`src/rtl/timer_pwm_capture_defs.svh`:
```
`ifndef TIMER_PWM_CAPTURE_DEFS_SVH
`define TIMER_PWM_CAPTURE_DEFS_SVH

// register byte offsets
`define TPC_OFS_CTRL    8'h00
`define TPC_OFS_COUNT   8'h04
`define TPC_OFS_RELOAD  8'h08
`define TPC_OFS_PWM     8'h0c
`define TPC_OFS_STATUS  8'h10
`define TPC_OFS_MASK    8'h14

// control field positions
`define TPC_CTRL_EN_BIT    0
`define TPC_CTRL_MODE_BIT  1
`define TPC_CTRL_POL_BIT   2
`define TPC_CTRL_PRE_LSB   3
`define TPC_CTRL_PRE_MSB   5

// status and mask field positions
`define TPC_STS_RELOAD_BIT  0
`define TPC_STS_CAPTURE_BIT 1

// reset values
`define TPC_RST_CTRL    6'h00
`define TPC_RST_COUNT   16'h0001
`define TPC_RST_RELOAD  16'hffff
`define TPC_RST_PWM     16'h0000
`define TPC_RST_STATUS  2'h0
`define TPC_RST_MASK    2'h0

// counter restart value after reaching reload
`define TPC_COUNT_START 16'h0001
`endif

```
`src/rtl/timer_pwm_capture_pkg.sv`:
```
package timer_pwm_capture_pkg;

	typedef enum logic {
		mode_pwm,
		mode_capture
	} timer_mode_e;

	typedef struct packed {
		logic [2:0]  prescale;
		logic        timer_polarity_bit;
		timer_mode_e mode;
		logic        enable;
	} ctrl_s;

	typedef struct packed {
		logic capture;
		logic reload;
	} events_s;

endpackage

```
`src/rtl/timer_pwm_capture.sv`:
```
`include "timer_pwm_capture_defs.svh"

module timer_pwm_capture #(
	parameter int CNT_W   = 16,
	parameter int PRESC_W = 3
) (
	input  wire logic        clk_in,
	input  wire logic        sys_rst_in,
	input  wire logic        wb_cyc_in,
	input  wire logic        wb_stb_in,
	input  wire logic        wb_we_in,
	input  wire logic [7:0]  wb_adr_in,
	input  wire logic [3:0]  wb_sel_in,
	input  wire logic [31:0] wb_dat_in,
	output logic      [31:0] wb_dat_out,
	output logic             wb_ack_out,
	input  wire logic        timer_in,
	output logic             pwm_out,
	output logic             irq_out
);

	localparam int DIV_W = (1 << PRESC_W) - 1;

	// the byte-lane merge and the divider are sized for these values only
	if (CNT_W != 16 || PRESC_W < 1 || PRESC_W > 3) begin : g_bad_width
		$error("timer_pwm_capture: only CNT_W=16 and PRESC_W 1..3 are served");
	end

	timer_pwm_capture_pkg::ctrl_s   ctrl_r;
	timer_pwm_capture_pkg::events_s status_r;
	timer_pwm_capture_pkg::events_s mask_r;
	timer_pwm_capture_pkg::events_s evt;
	logic [CNT_W-1:0] count_r;
	logic [CNT_W-1:0] reload_r;
	logic [CNT_W-1:0] pwm_val_r;
	logic [DIV_W-1:0] div_r;
	logic [DIV_W-1:0] div_top;
	logic             tick;
	logic             at_reload;
	logic             tin_prev_r;
	logic             cap_edge;
	logic             first_r;
	logic             req;
	logic             wr_fire;
	logic             wr_ctrl;
	logic             wr_count;
	logic             wr_reload;
	logic             wr_pwm;
	logic             wr_status;
	logic             wr_mask;
	logic [31:0]      rd_nxt;
	logic             pwm_nxt;
	logic [1:0]       status_nxt;
	logic             running;
	logic             in_capture;

	function automatic logic [15:0] merge16(input logic [15:0] old, input logic [31:0] d,
		input logic [3:0] sel);
		merge16 = old;
		if (sel[0]) begin
			merge16[7:0] = d[7:0];
		end
		if (sel[1]) begin
			merge16[15:8] = d[15:8];
		end
	endfunction

	// bus: ack one cycle after the request; writes commit on the ack edge
	assign req       = wb_cyc_in && wb_stb_in && !wb_ack_out;
	assign wr_fire   = wb_cyc_in && wb_stb_in && wb_we_in && wb_ack_out;
	assign wr_ctrl   = wr_fire && wb_adr_in == `TPC_OFS_CTRL && wb_sel_in[0];
	assign wr_count  = wr_fire && wb_adr_in == `TPC_OFS_COUNT && |wb_sel_in[1:0];
	assign wr_reload = wr_fire && wb_adr_in == `TPC_OFS_RELOAD && |wb_sel_in[1:0];
	assign wr_pwm    = wr_fire && wb_adr_in == `TPC_OFS_PWM && |wb_sel_in[1:0];
	assign wr_status = wr_fire && wb_adr_in == `TPC_OFS_STATUS && wb_sel_in[0];
	assign wr_mask   = wr_fire && wb_adr_in == `TPC_OFS_MASK && wb_sel_in[0];

	always_comb begin
		rd_nxt = 32'h0000_0000;
		case (wb_adr_in)
			`TPC_OFS_CTRL:   rd_nxt[5:0] = ctrl_r;
			`TPC_OFS_COUNT:  rd_nxt[15:0] = count_r;
			`TPC_OFS_RELOAD: rd_nxt[15:0] = reload_r;
			`TPC_OFS_PWM:    rd_nxt[15:0] = pwm_val_r;
			`TPC_OFS_STATUS: rd_nxt[1:0] = status_r;
			`TPC_OFS_MASK:   rd_nxt[1:0] = mask_r;
			default:         rd_nxt = 32'h0000_0000;
		endcase
	end

	always_ff @(posedge clk_in or posedge sys_rst_in) begin
		if (sys_rst_in) begin
			wb_ack_out <= 1'b0;
			wb_dat_out <= 32'h0000_0000;
		end else begin
			wb_ack_out <= req;
			if (req) begin
				wb_dat_out <= rd_nxt;
			end
		end
	end

	always_ff @(posedge clk_in or posedge sys_rst_in) begin
		if (sys_rst_in) begin
			ctrl_r   <= `TPC_RST_CTRL;
			reload_r <= `TPC_RST_RELOAD;
			mask_r   <= `TPC_RST_MASK;
		end else begin
			if (wr_ctrl) begin
				ctrl_r <= wb_dat_in[5:0];
			end
			if (wr_reload) begin
				reload_r <= merge16(reload_r, wb_dat_in, wb_sel_in);
			end
			if (wr_mask) begin
				mask_r <= wb_dat_in[1:0];
			end
		end
	end

	// prescaler: divide by 2^prescale, held clear while disabled
	assign running    = ctrl_r.enable;
	assign in_capture = ctrl_r.mode == timer_pwm_capture_pkg::mode_capture;
	assign div_top    = DIV_W'((1 << ctrl_r.prescale) - 1);
	assign tick       = running && div_r >= div_top;
	assign at_reload  = count_r == reload_r;

	always_ff @(posedge clk_in or posedge sys_rst_in) begin
		if (sys_rst_in) begin
			div_r <= '0;
		end else if (!running || tick) begin
			div_r <= '0;
		end else begin
			div_r <= div_r + 1'b1;
		end
	end

	// counter advances only on prescaled system clock ticks; timer_in never clocks it
	always_ff @(posedge clk_in or posedge sys_rst_in) begin
		if (sys_rst_in) begin
			count_r <= `TPC_RST_COUNT;
		end else if (wr_count) begin
			count_r <= merge16(count_r, wb_dat_in, wb_sel_in);
		end else if (tick) begin
			if (at_reload) begin
				count_r <= `TPC_COUNT_START;
			end else begin
				count_r <= count_r + 1'b1;
			end
		end
	end

	// a start value other than one makes the first period a one-shot run to reload
	always_ff @(posedge clk_in or posedge sys_rst_in) begin
		if (sys_rst_in) begin
			first_r <= 1'b0;
		end else if (wr_ctrl && !ctrl_r.enable && wb_dat_in[`TPC_CTRL_EN_BIT]) begin
			first_r <= count_r != `TPC_COUNT_START;
		end else if (tick && at_reload) begin
			first_r <= 1'b0;
		end
	end

	// timer_in is synchronous, so one stage of history gives the edge
	always_ff @(posedge clk_in or posedge sys_rst_in) begin
		if (sys_rst_in) begin
			tin_prev_r <= 1'b0;
		end else begin
			tin_prev_r <= timer_in;
		end
	end

	assign cap_edge = ctrl_r.timer_polarity_bit ? (tin_prev_r && !timer_in) :
		(!tin_prev_r && timer_in);
	// one driver for the whole struct keeps strict tools quiet
	always_comb begin
		evt.capture = running && in_capture && cap_edge;
		evt.reload  = tick && at_reload;
	end

	// capture wins over a software write in the same cycle so no event is lost
	always_ff @(posedge clk_in or posedge sys_rst_in) begin
		if (sys_rst_in) begin
			pwm_val_r <= `TPC_RST_PWM;
		end else if (evt.capture) begin
			pwm_val_r <= count_r;
		end else if (wr_pwm) begin
			pwm_val_r <= merge16(pwm_val_r, wb_dat_in, wb_sel_in);
		end
	end

	// sticky status, write one to clear; a new event beats the clear
	always_comb begin
		status_nxt = status_r;
		if (wr_status) begin
			status_nxt = status_r & ~wb_dat_in[1:0];
		end
		status_nxt = status_nxt | evt;
	end

	always_ff @(posedge clk_in or posedge sys_rst_in) begin
		if (sys_rst_in) begin
			status_r <= `TPC_RST_STATUS;
			irq_out  <= 1'b0;
		end else begin
			status_r <= status_nxt;
			irq_out  <= |(status_nxt & mask_r);
		end
	end

	// output held low through a one-shot first period, then compare against pwm value
	always_comb begin
		pwm_nxt = 1'b0;
		if (running && !in_capture && !first_r) begin
			if (ctrl_r.timer_polarity_bit) begin
				pwm_nxt = count_r <= pwm_val_r;
			end else begin
				pwm_nxt = count_r > pwm_val_r;
			end
		end
	end

	always_ff @(posedge clk_in or posedge sys_rst_in) begin
		if (sys_rst_in) begin
			pwm_out <= 1'b0;
		end else begin
			pwm_out <= pwm_nxt;
		end
	end
endmodule

```
`config.mk`:
```
export PLATFORM = sky130hd
export DESIGN_NAME = timer_pwm_capture
export DESIGN_NICKNAME = d
export VERILOG_FILES = /design/src/rtl/timer_pwm_capture_pkg.sv /design/src/rtl/timer_pwm_capture.sv
export VERILOG_INCLUDE_DIRS = /design/src /design/src/rtl
export SDC_FILE = /design/constraint.sdc
export NUM_CORES = 1
export LEC_CHECK = 0
export BUFFER_PORTS_ARGS = -buffer_cell sky130_fd_sc_hd__buf_2
export CAP_MARGIN = 20
export CORE_AREA = 3 3 138 114
export DETAILED_ROUTE_END_ITERATION = 8
export DIE_AREA = 0 0 141 117
export SYNTH_ARGS = -nofsm -noshare
export SYNTH_HDL_FRONTEND = slang
export SYNTH_SLANG_ARGS = --single-unit
```
`constraint.sdc`:
```
create_clock -name clk_in -period 6.1 [get_ports clk_in]
set_input_delay 0.915 -clock clk_in [delete_from_list [all_inputs] [get_ports clk_in]]
set_output_delay 0.915 -clock clk_in [all_outputs]
set_load 0.005 [all_outputs]
```
Word level (Yosys, flattened, before mapping):

Index checks and enable logic that the tools add are counted.

* $add $sub $neg: 3
* magnitude comparators: 3
* equality and inequality tests: 9
* shift operators: 1
* multiplexer cells: 17
* bitwise operators: 4
* reductions and logical operators: 47

Operator list (count)
* 16-bit two-way mux: 5
* 10-bit one-hot mux with 3 select lines: 1
* 1-bit logical AND: 26
* 16-bit by 1-bit adder with 16-bit output, second input constant: 1
* 16-bit == test: 1
* 8-bit by 4-bit == test with 1-bit output, second input constant: 2
* 8-bit by 5-bit == test with 1-bit output, second input constant: 2
* 16-bit > comparator: 1
* 16-bit <= comparator: 1
* 8-bit two-way mux: 2
* 16-bit by 1-bit inequality test with 1-bit output, second input constant: 1
* 4-bit one-hot mux with 4 select lines: 1
* 2-bit one-hot mux with 6 select lines: 1
* 2-bit AND reduction: 6
* 2-bit nonzero test: 5
* 8-bit by 3-bit == test with 1-bit output, second input constant: 1
* 8-bit logical NOT: 1
* 7-bit by 1-bit adder with 7-bit output, second input constant: 1
* 7-bit >= comparator: 1
* 7-bit two-way mux: 1
* 1-bit by 3-bit << shifter with 7-bit output, first input constant: 1
* 7-bit by 2-bit subtractor with 7-bit output, second input constant: 1
* 1-bit logical NOT: 6
* 1-bit two-way mux: 5
* other kinds (7): 10

* register bits after elaboration: 86
* output and inout bits: 35
* word-level logic and storage cells: 105

Longest topological paths before layout:

Gate-level depths: netlist (run 1).

* depth after elaboration: 9
* depth in mapped cells: 15

Least setup slack after synthesis (run 1):

OpenSTA, ideal clock, no wires.

* kind: register -> register
* start: register ctrl_r[3] in the netlist's numbering
* end: register count_r[3]
* setup time: 126 ps
* arrival: 3104 ps
* slack: 2870 ps
* cell stages (with the launch flop): 16
* path buffers: 3
* clock period less this slack: 3230 ps
* cell sequence: dfrtp_1 > clkbuf_1 > or3_1 > ha_1 > clkbuf_1 > nor3_1 > a21oi_1 > o21a_1 > ha_1 > a21oi_1 > o21ai_0 > o21bai_1 > a31oi_4 > buf_2 > nor4_1 > a221o_1

* cells in the longest elaborated chain, start to end: 6

Ends and longest elaborated chain
* start: declaration: line timer_pwm_capture.sv:29 `timer_pwm_capture_pkg::ctrl_s ctrl_r;`
* start signal: assignment: line timer_pwm_capture.sv:105 `` ctrl_r <= `TPC_RST_CTRL; ``
* start signal: assignment: line timer_pwm_capture.sv:110 `ctrl_r <= wb_dat_in[5:0];`
* 1-bit by 3-bit << shifter with 7-bit output: line timer_pwm_capture.sv:124 `assign div_top = DIV_W'((1 << ctrl_r.prescale) - 1);`
* 7-bit by 2-bit subtractor with 7-bit output: line timer_pwm_capture.sv:124
* 7-bit >= comparator: line timer_pwm_capture.sv:125 `assign tick = running && div_r >= div_top;`
* 1-bit logical AND: line timer_pwm_capture.sv:125
* 2-bit nonzero test (no line)
* 2-bit AND reduction (no line)
* end signal: assignment: line timer_pwm_capture.sv:141 `` count_r <= `TPC_RST_COUNT; ``
* end signal: assignment: line timer_pwm_capture.sv:143 `count_r <= merge16(count_r, wb_dat_in, wb_sel_in);`
* end signal: assignment: line timer_pwm_capture.sv:146 `` count_r <= `TPC_COUNT_START; ``
* end: declaration: line timer_pwm_capture.sv:33 `logic [CNT_W-1:0] count_r;`

Every way passes these cells.
A chain may end at the register's enable or synchronous reset.

Worst setup path after layout (run 1):

* start: register ctrl_r[5] in the netlist's numbering
* end: register count_r[10]

Same word-level chain as after synthesis.

==> results of run 1 <==
[kinds of logic (layout without fill, tap and decap cells)]
logic type / Yosys count / after routing / synth area share, %
flip-flops: 86 / 86 / 39.9
other: 1 / 16 / 0.0689
multiplexers: 55 / 55 / 12.2
buffers and inverters: 80 / 98 / 7.42
AND/OR/NAND/NOR: 167 / 167 / 16.2
adder cells (fa/ha/maj): 27 / 27 / 6.20
AO/OA/AOI/OAI: 112 / 112 / 14.3
XOR/XNOR: 23 / 23 / 3.70
[cell usage in the layout (no fill, tap or decap), types with 3 or more instances in the layout]
cell type	count
dfstp_2	17
ha_1	27
buf_2	50
inv_1	28
a31o_2	3
clkbuf_16	9
nand4_1	14
o21a_1	3
nand3_1	19
xor2_1	3
a22oi_1	12
nand2_1	48
nand3b_1	4
a21o_1	8
conb_1	16
clkbuf_1	3
mux4_2	6
a221o_1	4
mux2_2	33
and3_1	5
mux2i_1	16
o211ai_1	3
nor2_1	37
a22o_1	5
and2_1	4
or4_1	6
o21ai_0	22
nor4_1	6
a21oi_1	30
nor4b_1	5
xnor2_1	20
and4_1	5
dfrtp_1	69
nor3_1	4
[layer usage]
layer	part of all wire (%)	GRT usage [%]
met1	50	26.0
met2	43	25.7
met3	6.3	4.02
met4	1.0	4.33
met5	0	0
[state kept, by name (all words and copies together), names as in the netlist]
| register | cells |
|---|---|
| first_r | 1 |
| status_r | 2 |
| count_r | 16 |
| wb_dat_out | 16 |
| in_capture | 1 |
| reload_r | 16 |
| irq_out | 1 |
| running | 1 |
| pwm_val_r | 16 |
| mask_r | 2 |
| div_r | 7 |
| ctrl_r | 4 |
| pwm_out | 1 |
| tin_prev_r | 1 |
| wb_ack_out | 1 |
[area by class of cell]
class / count / share of cell area [%]
Inverter: 29 / 1.82
Timing Repair Buffer: 53 / 4.84
Clock inverter: 3 / 1.12
Tap cell: 184 / 3.80
Multi-Input combinational cell: 400 / 48.4
Sequential cell: 86 / 35.9
Clock buffer: 13 / 4.13
[critical path, cell delays in order, from the launching register on]
cell,delay (ns)
dfrtp_1,0.45
or3_1,0.44
ha_1,0.29
nor3_1,0.21
a21oi_1,0.06
o21a_1,0.18
ha_1,0.29
nand4_1,0.12
o21bai_1,0.59
a31oi_4,0.36
or4_1,0.56
nand4_1,0.09
[final timing paths]
path | endpoint | start | depth (start not counted)
worst max-delay path | count_r[10] | ctrl_r[5] | 11
worst min-delay path | wb_dat_out[8] | wb_dat_out[8] | 2
worst min register to register | wb_dat_out[8] | wb_dat_out[8] | 2
min in group asynchronous | pwm_out | sys_rst_in | 3
worst max register to register | count_r[10] | ctrl_r[5] | 11
max in group asynchronous | reload_r[6] | sys_rst_in | 4
[report_power, final]
part           switching (mW)  internal, mW  total (mW)
Sequential            0.00185         0.573       0.575
Clock                   0.229         0.371       0.600
Combinational          0.0442        0.0221      0.0663
==> metrics.md, run 1 <==
| Metric | Value |
|---|---|
| Top-count cell post-synth | `dfrtp_1` |
| IO Port Bufs | `50` |
| R2r setup slk | `2.40 ns` |
| Clk sinks | `86` |
| Layout net count | `656` |
| Cells after Synth | `551` |
| Cell Rows | `39` |
| Status | `finished, final reports clean` |
| Largest net degree at the start of global routing | `87` |
| Inserted Clock Buffers | `9` |
| Share of the synthesized area in the top cell type | `31.7%` |
| Clock slew seen by the registers of the worst setup and hold paths | `0.06 ns` |
| Worst setup EP type | `flop` |
| H-tree Lvls | `3` |
| Post-synth EDFFs | `0` |
| Total count of hold-check failures in the final report | `0` |
| DR vias | `4224` |
| Die X | `141 µm` |
| Max FO, Critical Path | `19` |
| Non-Filler Instances | `768` |
| Clk root buf | `clkbuf_16` |
| DRC viols | `0` |
| CP Launch Type | `flop` |
| Fillers | `1384` |
| Max clock buf depth | `2` |
| Detailed router's first-iteration violation count | `277` |
| Top cells by count, synth | `dfrtp_1 (69), nand2_1 (48), nor2_1 (37), mux2_2 (33), a21oi_1 (31)` |
| Synth Warn # | `0` |
| Initial antenna violation count | `0` |
| Clock Skews | `0.00704 ns` |
| Pwr dens | `205 nW/µm²` |
| DP Area | `5710 µm²` |
| Placed cell count | `751` |
| Final WS setup | `2.40 ns` |
| Setup Slack @ Placement | `2.38 ns` |
| Reg area | `2170 µm²` |
| CTS tree | `yes` |
| DR pass1 iterations | `5` |
| Slew @ Worst Pin | `1.03 ns` |
| Congestion Overflow GR | `0` |
| IO Pins | `85` |
| RSZ-0062 raised after global routing | `false` |
| Post-CTS Setup Inserts | `0` |
| Number of diodes | `0` |
| Post-synth top area cell | `dfrtp_1` |
| Top_reg_cell synth | `dfrtp_1` |
| Vias per std cell | `5.50` |
| Hold WS | `0.471 ns` |
| Area occupied by multi-input gates | `2930 µm²` |
| Kind of critical path | `reg2reg` |
| Max-cap viol count | `0` |
| Final Total Pwr | `1.24 mW` |
| HP Class | `reg2reg` |
| First-pass GRT wire length | `22500 µm` |
| Mapped cell area | `5450 µm²` |
| Hold-fix buffers, CTS | `0` |
| Async SR Flop Fraction | `100%` |
| Area growth, synth to finish | `11.1%` |
| Worst-Skew Late Latency | `0.35 ns` |
| CP Data Required Time | `6.38 ns` |
| Post-synthesis area per instance | `9.88 µm²` |
| Fin area | `6050 µm²` |
| Slew Viols, Final | `0` |
| Post-synthesis register bit count | `86` |
| Vias in the first global route | `4013` |
| Register area share after synthesis | `39.9%` |
| Crit path DAT | `3.98 ns` |
| Setup TNS | `0 ns` |
| Synth cell types | `60` |
| Layout cells sized above 1 | `23.3%` |
| Final critical-path share of the clock period | `60.7%` |
| Synth area leaders | `dfrtp_1 (32%), dfstp_2 (8.2%), mux2_2 (6.8%), ha_1 (6.2%), nand2_1 (3.3%)` |
| HPWL Detailed | `10100 µm` |
| Total global-route track usage | `17.5%` |
| Rel. slew slack | `30.4%` |
| Routed len/inst | `18.3 µm` |
| Core ar. | `14300 µm²` |
| Finished Core Util | `42.3%` |
| Effective utilization at floorplan | `38.1%` |
| Post-CTS resize count | `0` |
| Tmin final | `3.70 ns` |
| Die H | `117 µm` |
| Fmax | `0.270 GHz` |
| DIE AREA | `16500 µm²` |
| Placer Congestion | `0.836` |
| Leak | `2.60 nW` |
| Final setup vio count | `0` |
| Post-Route WL | `14000 µm` |
| Max IR drop VDD | `0.000147 V` |
| DRT antenna net count | `0` |
No activity file was read; power rests on OpenSTA's default activity.
==> run 2: changes to the inputs <==
==> constraint.sdc (replaced) <==
create_clock -name clk_in -period 3.9 [get_ports clk_in]
set_input_delay 0.585 -clock clk_in [delete_from_list [all_inputs] [get_ports clk_in]]
set_output_delay 0.585 -clock clk_in [all_outputs]
set_load 0.005 [all_outputs]
==> run 2 against run 1 <==
Against the previous run: design area down 0.14%; clock skew down 0.0018 ns; critical path type unchanged; core utilization down 0.061 points; setup slack worse by 2.1 ns; sequential power up 56%; via count up 1.4%; routed wire length down 1.0%; register-to-register slack worse by 2.1 ns.
==> metrics.md, run 2 (same netlist as run 1, synthesis figures left out) <==
| Metric | Value |
|---|---|
| Number of diodes | `0 (unchanged)` |
| Combinational fraction of design power | `5.4% (about the same)` |
| Congestion Overflow GR | `0 (unchanged)` |
| Setup TNS | `0 ns (unchanged)` |
| Placed cell count | `756 (+0.67%)` |
| Status | `finished, final reports clean` |
| IO Port Bufs | `50 (unchanged)` |
| Most common cell after layout, fill and taps aside | `dfrtp_1` |
| DIE AREA | `16500 µm² (unchanged)` |
| Largest net degree at the start of global routing | `47 (-46%)` |
| Core ar. | `14300 µm² (unchanged)` |
| CTS tree | `yes` |
| DP Area | `5740 µm² (+0.66%)` |
| Crit path DAT | `3.84 ns (-0.14 ns)` |
| Max FO, Critical Path | `19 (unchanged)` |
| Effective utilization at floorplan | `38.1% (unchanged)` |
| Final setup vio count | `0 (unchanged)` |
| Leak | `2.60 nW (about the same)` |
| Total global-route track usage | `17.2% (-0.22 points)` |
| Non-Filler Instances | `772 (+0.52%)` |
| Layout cells sized above 1 | `24.1% (+0.86 points)` |
| DR vias | `4283 (+1.4%)` |
| Cell Rows | `39 (unchanged)` |
| Crit path max-delay family | `simple AND/OR/NAND/NOR gates` |
| CP max stage delay | `0.54 ns (-0.05 ns)` |
| Max clock buf depth | `2 (unchanged)` |
| Post-Route WL | `13900 µm (-1.0%)` |
| Tmin final | `3.56 ns (-0.144 ns)` |
| Placer Congestion | `0.890 (+6.5%)` |
| RSZ-0062 raised after global routing | `false` |
| First-pass GRT wire length | `22000 µm (-1.9%)` |
| Critical path's slowest cell | `or4_1` |
| Area occupied by multi-input gates | `2930 µm² (unchanged)` |
| Max-cap viol count | `0 (unchanged)` |
| Routed len/inst | `18.0 µm (-1.5%)` |
| Clk sinks | `86 (unchanged)` |
| H-tree Lvls | `3 (unchanged)` |
| HPWL Detailed | `10500 µm (+3.1%)` |
| DRT antenna net count | `0 (unchanged)` |
| Rel. slew slack | `35.4% (+5.0 points)` |
| Worst setup EP type | `flop` |
| DRC viols | `0 (unchanged)` |
| Post-CTS resize count | `0 (unchanged)` |
| Most frequent cells in the layout | `dfrtp_1 (69), buf_2 (50), nand2_1 (48)` |
| Cells along the critical path | `or3_1 -> ha_1 -> nor3_1 -> a21oi_1 -> o21a_1 -> ha_1 -> nand4_1 -> o21bai_1 -> a31oi_4 -> or4_1 -> nand4_1` |
| WP buf/inv | `0 (unchanged)` |
| Clock slew seen by the registers of the worst setup and hold paths | `0.07 ns (about the same)` |
| Fillers | `1376 (-0.58%)` |
| Sw power | `450 µW (+63%)` |
| Hold WS | `0.359 ns (-0.111 ns)` |
| Inserted Clock Buffers | `9 (unchanged)` |
| Reg area | `2170 µm² (unchanged)` |
| Pwr dens | `311 nW/µm² (+52%)` |
| Initial antenna violation count | `0 (unchanged)` |
| Clk root buf | `clkbuf_16` |
| Sw frac | `23.9% (+1.7 points)` |
| Area growth, synth to finish | `11.0%` |
| Slew @ Worst Pin | `0.965 ns (-0.0699 ns)` |
| Vias per std cell | `5.55 (+0.87%)` |
| Layout net count | `660 (+0.61%)` |
| Fin area | `6040 µm² (-0.14%)` |
| Die X | `141 µm (unchanged)` |
| Die H | `117 µm (unchanged)` |
| Worst-Skew Late Latency | `0.35 ns (about the same)` |
| DR pass1 iterations | `6 (+1)` |
| CP Data Required Time | `4.18 ns (-2.20 ns)` |
| Hold-fix buffers, CTS | `0 (unchanged)` |
| Post-CTS Setup Inserts | `0 (unchanged)` |
| Final Total Pwr | `1.88 mW (+51%)` |
| Clk pwr share | `46.8% (-1.5 points)` |
| Fmax | `0.281 GHz (+4.0%)` |
| Max IR drop VDD | `0.000239 V (+62%)` |
| Slew Viols, Final | `0 (unchanged)` |
| Vias in the first global route | `3935 (-1.9%)` |
| Kind of critical path | `reg2reg` |
| Total count of hold-check failures in the final report | `0 (unchanged)` |
| CP Launch Type | `flop` |
| HP Class | `in2async` |
| Detailed router's first-iteration violation count | `398 (+44%)` |
| Clock Skews | `0.00521 ns (-0.00183 ns)` |
| IO Pins | `85 (unchanged)` |
| Sequential share of power | `47.8% (+1.5 points)` |
| Final critical-path share of the clock period | `91.2% (+31 points)` |
| Pint | `1.43 mW (+48%)` |
-- run 2: per-stage QoR --
stage,setup slack (ns),utilization [%]
2_1_floorplan,0.670,-
3_3_place_gp,0.449,40.2
3_5_place_dp,0.353,40.2
4_1_cts,0.321,42.3
5_1_grt,0.0794,42.3
6_report,0.341,42.3
-- run 2: worst paths after layout --
kind                                        to  slack [ns]            from  cells past startpoint
worst max-delay path               count_r[14]        0.34       ctrl_r[5]                     11
worst min-delay path                tin_prev_r        0.36      sys_rst_in                      2
worst max register to register     count_r[14]        0.34       ctrl_r[5]                     11
worst min register to register  wb_dat_out[13]        0.48  wb_dat_out[13]                      2
max in group asynchronous         reload_r[15]        2.71      sys_rst_in                      3
min in group clk_in                 tin_prev_r        0.36        timer_in                      1
-- run 2: power groups by stage --
stage / combinational (mW) / sequential, mW / clock (mW)
global placement: 0.102 / 0.915 / 0
CTS: 0.104 / 0.899 / 0.902
global route: 0.115 / 0.899 / 0.936
detailed placement: 0.104 / 0.915 / 0
floorplan: 0.0683 / 0.914 / 0
finish: 0.102 / 0.899 / 0.879
-- run 2: cell type report --
type / instances / share of cell area (%)
clock buffers: 10 / 3.79
clock inverters: 6 / 1.16
inverters: 29 / 1.82
multi-input cells: 400 / 48.4
flip-flops and latches: 86 / 36.0
well taps: 184 / 3.81
repair buffers: 57 / 5.01
-- run 2: per-layer routing --
metal  track usage [%]  share of wire [%]  wire [µm]  vias up
li1                  -                  -          -     2028
met1              26.1                 49       6740     2090
met2              24.2                 42       5830      147
met3              4.14                7.5       1050       18
met4              5.29                1.8        251        0
met5                 0                  0          0        -
==> run 3: changes to the inputs <==
--- a/config.mk
+++ b/config.mk
@@ -8,9 +8,10 @@
 export LEC_CHECK = 0
 export BUFFER_PORTS_ARGS = -buffer_cell sky130_fd_sc_hd__buf_2
 export CAP_MARGIN = 20
-export CORE_AREA = 3 3 138 114
+export CORE_AREA = 3 3 116 95
 export DETAILED_ROUTE_END_ITERATION = 8
-export DIE_AREA = 0 0 141 117
+export DIE_AREA = 0 0 119 98
+export PLACE_DENSITY_LB_ADDON = 0.05
 export SYNTH_ARGS = -nofsm -noshare
 export SYNTH_HDL_FRONTEND = slang
 export SYNTH_SLANG_ARGS = --single-unit
==> run 3 against run 2 <==
Against the previous run: count of clock-buffer cells in the layout grew 2; power shrank 0.30%; routed wire length shrank 0.23%; clock skew grew 0.0043 ns; design area shrank 0.95%; via count grew 0.40%; maximum frequency grew 4.1%; combinational power is essentially flat; cell count shrank 6.2%; worst hold slack lost 0.13 ns; clock power shrank 0.6%; first-iteration DRC count shrank 16%; largest power group unchanged.
==> metrics.md, run 3 (same netlist as run 1, synthesis figures left out) <==
| Metric | Value |
|---|---|
| M1 GR Usage | `38.0% (+12 points)` |
| H-tree Lvls | `3 (unchanged)` |
| Pint | `1.45 mW (+1.2%)` |
| Post-CTS Setup Inserts | `0 (unchanged)` |
| Fmax | `0.293 GHz (+4.1%)` |
| Vias in the first global route | `4159 (+5.7%)` |
| Largest net degree at the start of global routing | `36 (-23%)` |
| DIE AREA | `11700 µm² (-29%)` |
| Sequential share of power | `48.0% (+0.2 points)` |
| Layout net count | `660 (unchanged)` |
| Crit path max-delay family | `compound AO/OA/AOI/OAI gates` |
| Cells along the critical path | `or3_1 -> ha_1 -> nor3_1 -> a21oi_1 -> o21a_1 -> ha_1 -> a21oi_1 -> o21ai_0 -> o21bai_1 -> a31oi_4 -> nor4b_1 -> a221o_1` |
| Rel. slew slack | `35.0% (-0.43 points)` |
| GR peak layer | `met1` |
| First-pass GRT wire length | `22700 µm (+2.9%)` |
| Effective utilization at floorplan | `55.5% (+17 points)` |
| Routed len/inst | `19.1 µm (+6.4%)` |
| Clk root buf | `clkbuf_16` |
| Pwr dens | `313 nW/µm² (+0.66%)` |
| Clock slew seen by the registers of the worst setup and hold paths | `0.06 ns (about the same)` |
| Clock Skews | `0.00946 ns (+0.00425 ns)` |
| Layout cells sized above 1 | `24.0% (-0.17 points)` |
| Tmin final | `3.42 ns (-0.141 ns)` |
| Initial antenna violation count | `0 (unchanged)` |
| Fin area | `5990 µm² (-0.95%)` |
| DR vias | `4300 (+0.40%)` |
| Hold WS | `0.229 ns (-0.130 ns)` |
| IO Pins | `85 (unchanged)` |
| Slew Viols, Final | `0 (unchanged)` |
| Max clock buf depth | `2 (unchanged)` |
| Sw power | `427 µW (-5.0%)` |
| Crit path DAT | `3.64 ns (-0.20 ns)` |
| Cell Rows | `32 (-18%)` |
| DRT antenna net count | `0 (unchanged)` |
| Post-CTS resize count | `0 (unchanged)` |
| Clk pwr share | `46.6% (-0.2 points)` |
| Combinational fraction of design power | `5.4% (about the same)` |
| Detailed router's first-iteration violation count | `334 (-16%)` |
| Total count of hold-check failures in the final report | `0 (unchanged)` |
| DRC viols | `0 (unchanged)` |
| RSZ-0062 raised after global routing | `false` |
| DR pass1 iterations | `5 (-1)` |
| Setup TNS | `0 ns (unchanged)` |
| Most common cell after layout, fill and taps aside | `dfrtp_1` |
| M3 GR Usage | `5.27% (+1.1 points)` |
| Placer Congestion | `0.917 (+3.0%)` |
| HP Class | `in2async` |
| Worst setup EP type | `flop` |
| CTS tree | `yes` |
| Vias per std cell | `5.94 (+7.1%)` |
| Total global-route track usage | `24.8% (+7.6 points)` |
| Hold-fix buffers, CTS | `0 (unchanged)` |
| Most frequent cells in the layout | `dfrtp_1 (69), buf_2 (50), nand2_1 (48)` |
| Final setup vio count | `0 (unchanged)` |
| DP Area | `5680 µm² (-1.0%)` |
| Status | `finished, final reports clean` |
| Finished Core Util | `61.0% (+19 points)` |
| Placed cell count | `708 (-6.3%)` |
| Max-cap viol count | `0 (unchanged)` |
| Inserted Clock Buffers | `9 (unchanged)` |
| Kind of critical path | `reg2reg` |
| Final WS setup | `0.482 ns (+0.141 ns)` |
| Met2 Resource Use GR | `35.7% (+12 points)` |
| Core ar. | `9810 µm² (-31%)` |
| Leak | `2.60 nW (+0.30%)` |
| Non-Filler Instances | `724 (-6.2%)` |
| Die H | `98 µm (-16%)` |
| Sw frac | `22.8% (-1.1 points)` |
| Area growth, synth to finish | `9.93%` |
| Max FO, Critical Path | `19 (unchanged)` |
| Final critical-path share of the clock period | `87.6% (-3.6 points)` |
| Post-Route WL | `13800 µm (-0.23%)` |
| Congestion Overflow GR | `0 (unchanged)` |
| Slew @ Worst Pin | `0.971 ns (+0.00643 ns)` |
| WP buf/inv | `0 (unchanged)` |
| CP Data Required Time | `4.12 ns (-0.06 ns)` |
| CP max stage delay | `0.51 ns (-0.03 ns)` |
| Setup Slack @ Placement | `0.491 ns (+0.138 ns)` |
| Final Total Pwr | `1.87 mW (-0.30%)` |
| Die X | `119 µm (-16%)` |
| CP Launch Type | `flop` |
| Critical path's slowest cell | `a31oi_4` |
| Clk sinks | `86 (unchanged)` |
| Max IR drop VDD | `0.000294 V (+23%)` |
| HPWL Detailed | `10200 µm (-2.8%)` |
| Worst-Skew Late Latency | `0.35 ns (about the same)` |
| Number of diodes | `0 (unchanged)` |
| IO Port Bufs | `50 (unchanged)` |
-- run 3: worst paths after layout --
check	start	endpoint	slack, ns	cells past startpoint
max	ctrl_r[4]	count_r[7]	0.48	12
min	sys_rst_in	tin_prev_r	0.23	2
max reg2reg	ctrl_r[4]	count_r[7]	0.48	12
min reg2reg	wb_dat_out[10]	wb_dat_out[10]	0.47	2
max in group asynchronous	sys_rst_in	reload_r[9]	2.82	3
min in group clk_in	timer_in	tin_prev_r	0.37	1
-- run 3: area by class of cell --
type                    instances  area, µm²
clock inverters                 4       55.1
well taps                     136        170
repair buffers                 57        303
inverters                      29        110
multi-input cells             400       2930
clock buffers                  12        246
flip-flops and latches         86       2170
fillers                       818       3820
-- run 3: power by group through the flow --
stage               registers, mW  logic (mW)  clock network [mW]
global route                0.899       0.114               0.932
detailed placement          0.915       0.102                   0
global placement            0.915       0.101                   0
CTS                         0.899       0.103               0.886
finish                      0.899       0.102               0.874
floorplan                   0.914      0.0683                   0
-- run 3: routing by layer --
layer	share of wire, %	vias up	wire (µm)
li1	-	2022	-
met1	49	2095	6740
met2	43	167	5940
met3	7.1	16	983
met4	1.3	0	183
met5	0	-	0
